$ cat src/include/qcs_pkg.sv
// Purpose: shared constants and carriers for the quad channel glue
// Assumes: four channels, eight-bit host bus
// Notes:   channel index 0..3 stands for channels A..D
package qcs_pkg;

  localparam int NUM_CHAN = 4;
  localparam int FIFO_DEPTH = 32;
  localparam int CNT_W = 6;
  localparam int BUS_ADDR_W = 3;

  // Line status bit positions
  localparam int LSR_TX_ROOM_BIT = 5;
  localparam int LSR_TX_EMPTY_BIT = 6;

  // Fifo control bit positions
  localparam int FCR_FIFO_EN_BIT = 0;
  localparam int FCR_BLOCK_BIT = 3;

  // Receive timeout in character times
  localparam int RX_TIMEOUT_CHARS = 4;
  localparam int CHAR_TIME_CYCLES = 8'd100;

  localparam logic [7:0] FCR_RESET = 8'h00;

  typedef struct packed {
    logic fifo_en;
    logic block_mode;
  } qcs_mode_t;

  typedef struct packed {
    logic [CNT_W-1:0] tx_count;
    logic [CNT_W-1:0] rx_count;
    logic [CNT_W-1:0] tx_trigger;
    logic [CNT_W-1:0] rx_trigger;
    logic             tx_shift_busy;
    logic             rx_char_event;
  } qcs_fifo_state_t;

  typedef struct packed {
    logic int_tx;
    logic int_rx;
    logic tx_ready_n;
    logic rx_ready_n;
    logic tx_room;
    logic tx_empty;
  } qcs_pins_t;

endpackage : qcs_pkg

$ cat src/qcs_chan_status.sv
// Purpose: per-channel interrupt, ready pins and line status bits
// Assumes: fifo counts come from the channel core on i_clk
// Notes:   ready outputs are active low
`timescale 1ns/1ps
module qcs_chan_status #(
  parameter int TIMEOUT_CYCLES = qcs_pkg::RX_TIMEOUT_CHARS *
                                 qcs_pkg::CHAR_TIME_CYCLES
) (
  input  wire logic                    i_clk,
  input  wire logic                    i_arst_n,
  input  wire qcs_pkg::qcs_mode_t      i_mode,
  input  wire qcs_pkg::qcs_fifo_state_t i_fifo,
  output logic                         o_timeout,
  output qcs_pkg::qcs_pins_t           o_pins
);

  initial begin
    // Counter is sixteen bits wide
    if (TIMEOUT_CYCLES < 1 || TIMEOUT_CYCLES > 65536) begin
      $error("TIMEOUT_CYCLES must be 1 to 65536");
    end
  end

  localparam logic [qcs_pkg::CNT_W-1:0] FULL_CNT =
    qcs_pkg::CNT_W'(qcs_pkg::FIFO_DEPTH);

  logic [15:0]        to_cnt_reg;
  logic [15:0]        to_cnt_next;
  logic               timeout_reg;
  logic               timeout_next;
  logic               rxr_reg;
  logic               rxr_next;
  qcs_pkg::qcs_pins_t pins_reg;
  qcs_pkg::qcs_pins_t pins_next;
  logic               rx_any;
  logic               tx_any;

  assign rx_any = (i_fifo.rx_count != '0);
  assign tx_any = (i_fifo.tx_count != '0);

  ////////////////////////////////////////////////////////////////////////
  always_comb begin
    to_cnt_next = to_cnt_reg;
    timeout_next = timeout_reg;
    // (RULE22) Idle receive timeout
    if (!rx_any || i_fifo.rx_char_event ||
        i_fifo.rx_count >= i_fifo.rx_trigger) begin
      to_cnt_next = '0;
      timeout_next = 1'b0;
    end else if (to_cnt_reg == 16'(TIMEOUT_CYCLES - 1)) begin
      timeout_next = 1'b1;
    end else begin
      to_cnt_next = to_cnt_reg + 16'h0001;
    end
    // (RULE17) Block mode receive latch
    rxr_next = rxr_reg;
    if (!rx_any) begin
      rxr_next = 1'b1;
    end else if (i_fifo.rx_count >= i_fifo.rx_trigger || timeout_reg) begin
      rxr_next = 1'b0;
    end
    pins_next = '0;
    if (!i_mode.fifo_en) begin
      // (RULE9) Holding register empty
      pins_next.int_tx = !tx_any;
      // (RULE11) One byte held
      pins_next.int_rx = rx_any;
      // (RULE15) Receive ready low
      pins_next.rx_ready_n = !rx_any;
      // (RULE18) Transmit ready low
      pins_next.tx_ready_n = tx_any;
    end else begin
      // (RULE10) Transmit trigger level
      pins_next.int_tx = !(i_fifo.tx_count > i_fifo.tx_trigger);
      // (RULE12) Receive trigger level
      pins_next.int_rx = (i_fifo.rx_count > i_fifo.rx_trigger);
      // (RULE13) Single versus block
      if (!i_mode.block_mode) begin
        // (RULE16) Any byte ready
        pins_next.rx_ready_n = !rx_any;
        // (RULE19) Empty fifo ready
        pins_next.tx_ready_n = tx_any;
      end else begin
        pins_next.rx_ready_n = rxr_next;
        // (RULE20) Free location ready
        pins_next.tx_ready_n = (i_fifo.tx_count >= FULL_CNT);
      end
    end
    // (RULE14) Line status room/empty
    pins_next.tx_room = i_mode.fifo_en ? (i_fifo.tx_count < FULL_CNT)
                                       : !tx_any;
    pins_next.tx_empty = !tx_any && !i_fifo.tx_shift_busy;
  end

  always_ff @(posedge i_clk or negedge i_arst_n) begin
    if (!i_arst_n) begin
      to_cnt_reg <= '0;
      timeout_reg <= 1'b0;
      rxr_reg <= 1'b1;
      pins_reg <= 6'b00_1100;
    end else begin
      to_cnt_reg <= to_cnt_next;
      timeout_reg <= timeout_next;
      rxr_reg <= rxr_next;
      pins_reg <= pins_next;
    end
  end

  assign o_timeout = timeout_reg;
  assign o_pins = pins_reg;

endmodule : qcs_chan_status

$ cat src/qcs_top.sv
// Purpose: channel decode and status pins for a four channel uart
// Assumes: bus strobes asynchronous; status core on i_clk
// Notes:   decode is combinational so no clock is needed for it
// Operation
// (RULE1) Mode high: four separate low selects
// (RULE2) All selects high: nothing selected
// (RULE3) All selects low: broadcast to all
// (RULE4) Host never reads with several selected
// (RULE5) Mode low: one select plus two bits
// (RULE6) Shared select high deselects all
// (RULE7) Address bits ignored in separate mode
// (RULE8) Each channel owns its register set
// (RULE9) No fifo: tx interrupt when empty
// (RULE10) Fifo: tx interrupt by trigger level
// (RULE11) No fifo: rx interrupt when byte held
// (RULE12) Fifo: rx interrupt above trigger
// (RULE13) Block bit selects single or block
// (RULE14) Status bits report room and empty
// (RULE15) No fifo: rx ready low when held
// (RULE16) Single mode: rx ready while nonempty
// (RULE17) Block mode: rx ready trigger/timeout latch
// (RULE18) No fifo: tx ready low when empty
// (RULE19) Single mode: tx ready when empty
// (RULE20) Block mode: tx ready while room
// (RULE21) Bus cycles need no clock
// (RULE22) Timeout after four idle characters
`timescale 1ns/1ps
module qcs_top #(
  parameter int TIMEOUT_CYCLES = qcs_pkg::RX_TIMEOUT_CHARS *
                                 qcs_pkg::CHAR_TIME_CYCLES
) (
  input  wire logic                   i_clk,
  input  wire logic                   i_arst_n,
  input  wire logic                   i_bus_mode_sep,
  input  wire logic                   i_chan_a_select_n,
  input  wire logic                   i_chan_b_select_n,
  input  wire logic                   i_chan_c_select_n,
  input  wire logic                   i_chan_d_select_n,
  input  wire logic                   i_shared_select_n,
  input  wire logic                   i_chan_addr_hi,
  input  wire logic                   i_chan_addr_lo,
  input  wire logic                   i_write_n,
  input  wire logic                   i_read_n,
  input  wire logic [qcs_pkg::NUM_CHAN-1:0] i_fcr_wr,
  input  wire logic [7:0]             i_wdata,
  input  wire qcs_pkg::qcs_fifo_state_t [qcs_pkg::NUM_CHAN-1:0] i_fifo,
  output logic [qcs_pkg::NUM_CHAN-1:0] o_chan_sel,
  output logic [qcs_pkg::NUM_CHAN-1:0] o_chan_wr,
  output logic [qcs_pkg::NUM_CHAN-1:0] o_chan_rd,
  output logic [qcs_pkg::NUM_CHAN-1:0] o_int,
  output logic [qcs_pkg::NUM_CHAN-1:0] o_tx_ready_n,
  output logic [qcs_pkg::NUM_CHAN-1:0] o_rx_ready_n,
  output logic [qcs_pkg::NUM_CHAN-1:0] o_rx_timeout,
  output logic [qcs_pkg::NUM_CHAN-1:0] o_lsr_tx_room,
  output logic [qcs_pkg::NUM_CHAN-1:0] o_lsr_tx_empty
);

  localparam int NC = qcs_pkg::NUM_CHAN;

  initial begin
    if (NC != 4) begin
      $error("decode serves exactly four channels");
    end
  end

  ////////////////////////////////////////////////////////////////////////
  // Pure gate decode: works with the oscillator stopped
  function automatic logic [3:0] qcs_one_hot(input logic [1:0] idx);
    logic [3:0] r;
    r = 4'h0;
    r[idx] = 1'b1;
    return r;
  endfunction : qcs_one_hot

  logic [NC-1:0] sel_sep;
  logic [NC-1:0] sel_shr;
  logic [NC-1:0] sel;
  logic          multi;

  always_comb begin
    // (RULE1) Separate select decode
    sel_sep = ~{i_chan_d_select_n, i_chan_c_select_n,
                i_chan_b_select_n, i_chan_a_select_n};
    // (RULE2) All high: none
    // (RULE3) All low: broadcast
    // (RULE5) Shared select decode
    sel_shr = qcs_one_hot({i_chan_addr_hi, i_chan_addr_lo});
    // (RULE6) Shared select gating
    if (i_shared_select_n) begin
      sel_shr = 4'h0;
    end
    // (RULE7) Address bits unused here
    sel = i_bus_mode_sep ? sel_sep : sel_shr;
  end

  // (RULE4) Reads suppressed when several selected
  assign multi = (sel != 4'h0) && ((sel & (sel - 4'h1)) != 4'h0);

  // (RULE21) Strobe-qualified transfers
  assign o_chan_sel = sel;
  assign o_chan_wr = sel & {NC{!i_write_n}};
  assign o_chan_rd = sel & {NC{!i_read_n && !multi}};

  ////////////////////////////////////////////////////////////////////////
  // Per channel state: one independent set each
  genvar g;
  generate
    for (g = 0; g < NC; g++) begin : g_chan
      logic               fen_reg;
      logic               fen_next;
      logic               blk_reg;
      logic               blk_next;
      qcs_pkg::qcs_mode_t mode;
      qcs_pkg::qcs_pins_t pins;

      // (RULE8) Own fifo control copy
      always_comb begin
        fen_next = fen_reg;
        blk_next = blk_reg;
        if (i_fcr_wr[g]) begin
          fen_next = i_wdata[qcs_pkg::FCR_FIFO_EN_BIT];
          blk_next = i_wdata[qcs_pkg::FCR_BLOCK_BIT];
        end
      end

      always_ff @(posedge i_clk or negedge i_arst_n) begin
        if (!i_arst_n) begin
          fen_reg <= qcs_pkg::FCR_RESET[qcs_pkg::FCR_FIFO_EN_BIT];
          blk_reg <= qcs_pkg::FCR_RESET[qcs_pkg::FCR_BLOCK_BIT];
        end else begin
          fen_reg <= fen_next;
          blk_reg <= blk_next;
        end
      end

      assign mode.fifo_en = fen_reg;
      assign mode.block_mode = blk_reg;

      qcs_chan_status #(
        .TIMEOUT_CYCLES (TIMEOUT_CYCLES)
      ) u_status (
        .i_clk     (i_clk),
        .i_arst_n  (i_arst_n),
        .i_mode    (mode),
        .i_fifo    (i_fifo[g]),
        .o_timeout (o_rx_timeout[g]),
        .o_pins    (pins)
      );

      // Interrupt when either path asks for service
      assign o_int[g] = pins.int_tx | pins.int_rx;
      assign o_tx_ready_n[g] = pins.tx_ready_n;
      assign o_rx_ready_n[g] = pins.rx_ready_n;
      assign o_lsr_tx_room[g] = pins.tx_room;
      assign o_lsr_tx_empty[g] = pins.tx_empty;
    end
  endgenerate

endmodule : qcs_top

$ cat config.mk
export PLATFORM = sky130hd
export DESIGN_NAME = qcs_top
export DESIGN_NICKNAME = d
export VERILOG_FILES = /design/src/include/qcs_pkg.sv /design/src/qcs_chan_status.sv /design/src/qcs_top.sv
export SDC_FILE = /design/constraint.sdc
export NUM_CORES = 1
export LEC_CHECK = 0
export ABC_CLOCK_PERIOD_IN_PS = 2100
export CAP_MARGIN = 20
export CORE_MARGIN = 2
export CORE_UTILIZATION = 30
export CTS_CLUSTER_DIAMETER = 40
export DETAILED_ROUTE_END_ITERATION = 10
export DONT_BUFFER_PORTS = 1
export PLACE_DENSITY = 0.53
export SYNTH_ARGS = -nofsm -noshare
export SYNTH_HDL_FRONTEND = slang
export SYNTH_SLANG_ARGS = --single-unit
$ cat constraint.sdc
create_clock -name i_clk -period 2.1 [get_ports i_clk]
set_input_delay 0.42 -clock i_clk [delete_from_list [all_inputs] [get_ports i_clk]]
set_output_delay 0.42 -clock i_clk [all_outputs]
set_load 0.01 [all_outputs]
# --- Yosys cells after proc, flatten, opt, wreduce, memory -nomap -nowiden ---
# Index checks and enable logic that the tools add are counted.
classes:
  eq_ne: 8
  magnitude_cmp: 22
  n_mux: 40
  n_reduce_logical: 52
  n_bitwise: 8
  addsub: 5
op_table:
  columns: ["operator", "count"]
  rows:
  - ["16-bit 2-to-1 mux", 8]
  - ["16-bit by 1-bit adder with 16-bit output, second input constant", 4]
  - ["16-bit by 9-bit equality test with 1-bit output, second input constant", 4]
  - ["6-bit > comparator", 8]
  - ["6-bit nonzero test", 8]
  - ["6-bit greater-or-equal comparator", 4]
  - ["6-bit greater-or-equal comparator, second input constant", 4]
  - ["6-bit less-than comparator, second input constant", 4]
  - ["4-bit 2-to-1 mux", 6]
  - ["1-bit 2-to-1 mux", 21]
  - ["1-bit logical NOT", 19]
  - ["4-bit AND", 3]
  - ["1-bit logical OR", 12]
  - ["2-bit 2-to-1 mux", 4]
  - ["2-bit by 1-bit inequality test with 1-bit output, second input constant", 4]
  - ["2-bit nonzero test", 4]
  - ["4-bit nonzero test", 2]
  - ["1-bit logical AND", 7]
  - ["4-bit inverter", 1]
  - ["1-bit bitwise OR", 4]
  - ["4-bit by 1-bit subtractor with 4-bit output, second input constant", 1]
  - ["2-bit by 3-bit less-than comparator with 1-bit output, second input constant", 1]
  - ["1-bit demux with 2-bit select", 1]
  - ["2-bit by 1-bit greater-or-equal comparator with 1-bit output, second input constant", 1]
word_totals:
  register_bits: 104
  elab_cells: 179
  output_inout_bits: 36

# --- Longest topological paths before layout ---
depth:
  depth_word: 13
  mapped_depth: 9
  depth_no_buf: 7

# --- By module ---
# From an unflattened synthesis, not the netlist that was laid out.
unflattened:
  cells_unflattened: 670
  hier_area_um2: 6197.2
modules_own_cells:
  columns: ["module", "instances", "area_each_um2", "cells_per_inst", "seq_area_each_um2"]
  rows:
  - ["qcs_chan_status", 4, 1418.9, 155, 604.3]
  - ["qcs_top", 1, 521.8, 50, 200.2]

# --- Least setup slack after synthesis ---
# OpenSTA, ideal clock, no wires.
synth_path:
  path_type: "input to register"
  from: "input i_fifo[33] (netlist bit)"
  to: "register g_chan[1].u_status.to_cnt_reg[11]"
  path_buffers: 2
  arrival_ps: 1807
  required_ps: 2028
  path_slack_ps: 222
  path_stages: 9
  path_cell_list: "inv_1 > ha_1 > a21oi_1 > o21ai_1 > o21bai_1 > or3b_1 > buf_6 > buf_8 > nor2_1"
synth_via:
  elab_chain_cells: 3
  word_cells_on_any_way: 4
  classes_between: "order compare (1); eq/ne (1); mux (1); reduce/logical (1)"
synth_lines:
  columns: ["item", "line_no", "rtl"]
  rows:
  - ["start: declaration", "qcs_top.sv:46", "input wire qcs_pkg::qcs_fifo_state_t [qcs_pkg::NUM_CHAN-1:0] i_fifo,"]
  - ["6-bit greater-or-equal comparator *", "qcs_chan_status.sv:47", "i_fifo.rx_count >= i_fifo.rx_trigger) begin"]
  - ["1-bit logical OR *", "qcs_chan_status.sv:46", "if (!rx_any || i_fifo.rx_char_event ||"]
  - ["2-bit by 1-bit inequality test with 1-bit output (no source line) / 16-bit 2-to-1 mux (equally long branches)", null, null]
  - ["end signal: assignment", "qcs_chan_status.sv:102", "to_cnt_reg <= to_cnt_next;"]
  - ["end: declaration", "qcs_chan_status.sv:27", "logic [15:0] to_cnt_reg;"]
# Mark *: on every way between the ends. The rest lies on a longest branch, timed or not.
# A chain may end at the register's enable or synchronous reset.

# --- Final worst setup path ---
layout_path:
  from: "input i_chan_addr_hi"
  to: "output o_chan_wr[0] (netlist bit)"
layout_via:
  elab_chain_cells: 7
  word_cells_on_any_way: 8
  classes_between: "order compare (2); mux (4); bitwise (1); reduce/logical (1)"
layout_lines:
  columns: ["item", "line_no", "rtl"]
  rows:
  - ["start: declaration", "qcs_top.sv:40", "input wire logic i_chan_addr_hi,"]
  - ["2-bit by 3-bit less-than comparator with 1-bit output (implied by the code) / 2-bit by 1-bit greater-or-equal comparator with 1-bit output (equally long branches)", "qcs_top.sv:71", "r[idx] = 1'b1;"]
  - ["1-bit logical AND (implied by the code)", "qcs_top.sv:71", null]
  - ["1-bit 2-to-1 mux (implied by the code)", "qcs_top.sv:71", null]
  - ["1-bit demux with 2-bit select *", "qcs_top.sv:71", null]
  - ["4-bit 2-to-1 mux *", "qcs_top.sv:89", "if (i_shared_select_n) begin"]
  - ["4-bit 2-to-1 mux *", "qcs_top.sv:93", "sel = i_bus_mode_sep ? sel_sep : sel_shr;"]
  - ["4-bit AND *", "qcs_top.sv:101", "assign o_chan_wr = sel & {NC{!i_write_n}};"]
  - ["end: declaration", "qcs_top.sv:48", "output logic [qcs_pkg::NUM_CHAN-1:0] o_chan_wr,"]
# Marks and branches as above.

==> impl_metrics.yaml <==
cells_and_area:
  final_core_util_pct: 33.0
  layout-drive-gt1-share_pct: 7.10
  stdcell_count: 946
  synthToLayoutAreaGrowth_pct: 7.62
  largest_register_ffs: 64
  finish.net_count: 851
  num_antenna_cells: 0
  fin_area_um2: 6680
pwr:
  seqPwrFrac_pct: 49.5
  p_leak_nw: 3.03
  swShare_pct: 24.6
  vdd_drop_max_mv: 0.343
  power_density_nw_per_um2: 642
  pwr-share-clk_pct: 40.4
  p_sw_mw: 1.05
  p_int_mw: 3.23
  p_comb_share_pct: 10.1
route:
  drcViolationCount: 0
  wirelength_um: 12400
  routedWlPerCell_um: 13.1
  via_per_inst: 4.67
  ant_nets: 0
  drt_pre_antenna_iters: 4
  drt_iter0_markers: 208
  vias: 4416
global_routing:
  grt_use_total_pct: 11.7
  grt.overflow.total: 0
  grt_pass1_vias: 4373
  grt_start_max_net_pins: 105
  antenna_found_initial: 0
  grt_pass1_wl_um: 20700
synth:
  muxShareOfSynthArea_pct: 2.06
  synth_edf_count: 0
  ys.flop_type: "dfrtp_1"
  synthTopCellsByCount: "nor2_1, dfrtp_1, inv_1, ha_1, nand2_1"
  yosys.area_share.adder_pct: 10.6
  yosys.area.top_type: "dfrtp_1"
  yosys.cell_types.count: 42
  syn_inst: 681
  synth_top_family_by_area: "simple AND/OR/NAND/NOR gates"
  yosys-top-cells-area: "dfrtp_1, ha_1, nor2_1, dfstp_2, xor2_1"
  yosys.area_share.simple_pct: 21.0
  ys_warn_count: 0
  synth_xor_xnor_area_share_pct: 8.05
  yosysMostFrequentCell: "nor2_1"
  syn_area_per_cell_um2: 9.11
  ys_ff_latch: 104
  synth-async-reset-ratio_pct: 100
  syn_area_um2: 6200
  ys_seq_area_share_pct: 42.2
  syn-num-nets: 861
  synth_compound_area_share_pct: 8.15
  synth_top_area_share_pct: 37.1
clocking:
  clock_path_buffers: 2
  clock_latency_ps: 350
  path_clk_slew_ps: 70
  cts_setup_buffers: 0
  numCtsBuffers: 9
  post_cts_resized: 0
  root_buffer: "clkbuf_16"
  htree_levels: 3
  clock-sinks: 104
  cts_tree: "built"
worst_setup_path:
  cp_max_fo: 3
  reg2reg_slack_ps: 380
  reg2regPathDepth: 6
  critPathLaunchType: "input port"
  timing.rr.start: "g_chan[0].u_status.to_cnt_reg[0]$_DFFE_PN0P_"
  cp-end-kind: "primary output"
  crit_path_start: "i_chan_addr_hi"
  arrival_ps: 1360
  cp-endpoint: "o_chan_wr[0]"
  worstPathRequired_ps: 1680
  path_class: "in -> out"
  r2r_end: "g_chan[0].u_status.to_cnt_reg[3]$_DFFE_PN0P_"
timing:
  relSlewSlack_pct: 68.6
  worst_pin_slew_ps: 468
  maxSlewViolCount: 0
  max_freq_ghz: 0.560
  rsz0062_at_grt: "no"
  hold_viol: 104
  period_minus_slack_ps: 1780
  hold_slack_ps: -241
  setup_tns_ps: 0
  skew_ps: 9.25
  min_period_over_period_pct: 85.0
  setup_viol: 0
floorplanning:
  core-area_um2: 20200
  placementRows: 52
  ios: 164
  fp.dieH_um: 148
  die_area_um2: 21800
  start_util_pct: 30.7
  die_w_um: 148
min_path:
  hold_class: "in -> async"
placement:
  dpl.cell_count: 930
  place_area_um2: 6370
  place_hpwl_um: 9340
  io_buffers: 0
  gp_congestion: 0.769
status:
  status: "complete, but fails checks"
  failed_checks: "hold timing"
flow_run:
  maxCapViolations: 0
-- cell families after synthesis --
kind of cell / Yosys count
simple gates: 270
flops: 104
buf+inv: 98
compound gates: 87
xor+xnor: 57
fa+ha+maj: 53
mux: 12
-- power groups by stage --
stage                     logic, mW  registers [mW]  clock network (mW)
after CTS                     0.440            2.12                1.81
after global routing          0.508            2.13                1.87
after detailed placement      0.437            2.16                   0
after floorplan               0.400            2.13                   0
final                         0.432            2.12                1.73
after global placement        0.434            2.16                   0
-- worst max-delay path: stages --
cell,delay [ps]
or2_2,280
o32ai_1,380
nor2b_1,280
-- stage by stage --
stage	setup WS [ps]	hold slack, ps	power (mW)
2_1_floorplan	222	124	2.53
3_3_place_gp	168	129	2.59
3_5_place_dp	155	129	2.60
4_1_cts	303	-257	4.38
5_1_grt	225	-253	4.50
6_report	316	-241	4.29
-- layout make-up --
class | count | area, um2
flip-flops and latches | 104 | 2620
clock inverters | 6 | 66.3
clock buffers | 10 | 239
inverters | 69 | 259
well taps | 270 | 338
multi-input cells | 479 | 3100
repair buffers | 8 | 60.1
fillers | 2086 | 13600
-- layout by cell type (no fill, tap or decap), types with 4 or more instances in the layout --
master,instances
dfstp_2,12
nor4_1,16
mux2i_1,6
or2_2,5
mux2_2,6
nor2_1,101
clkbuf_16,9
nand3_1,32
o21a_1,6
nor3_1,8
o22ai_1,5
inv_1,69
nand4_1,19
and2_1,4
o21ai_0,14
a21oi_1,40
xnor2_1,23
a21o_1,9
and4_1,4
nand3b_1,5
dfrtp_1,92
nand2_1,49
buf_4,8
and3_1,9
nor2b_1,4
nand2b_1,7
ha_1,52
xor2_1,34
-- layer usage --
layer | wire (um) | global-route usage (%) | vias to the layer above
met1 | 5540 | 14.4 | 2046
met2 | 5850 | 19.3 | 99
met4 | 235 | 4.81 | 0
met5 | 0 | 0 | -
li1 | - | - | 2258
met3 | 743 | 3.30 | 13
-- worst min path at each step --
stage	start	endpoint	slack, ps	cells after the start
floorplan	i_arst_n	g_chan[0].blk_reg$_DFFE_PN0P_	120	0
global placement	i_arst_n	g_chan[2].u_status.o_pins[0]$_DFF_PN0_	130	0
detailed placement	i_arst_n	g_chan[2].u_status.o_pins[0]$_DFF_PN0_	130	0
CTS	i_arst_n	g_chan[2].u_status.o_pins[0]$_DFF_PN0_	-260	0
global route	i_arst_n	g_chan[2].u_status.o_pins[0]$_DFF_PN0_	-250	0
finish	i_arst_n	g_chan[2].u_status.o_pins[0]$_DFF_PN0_	-240	0
No activity file was read; power rests on OpenSTA's default activity.
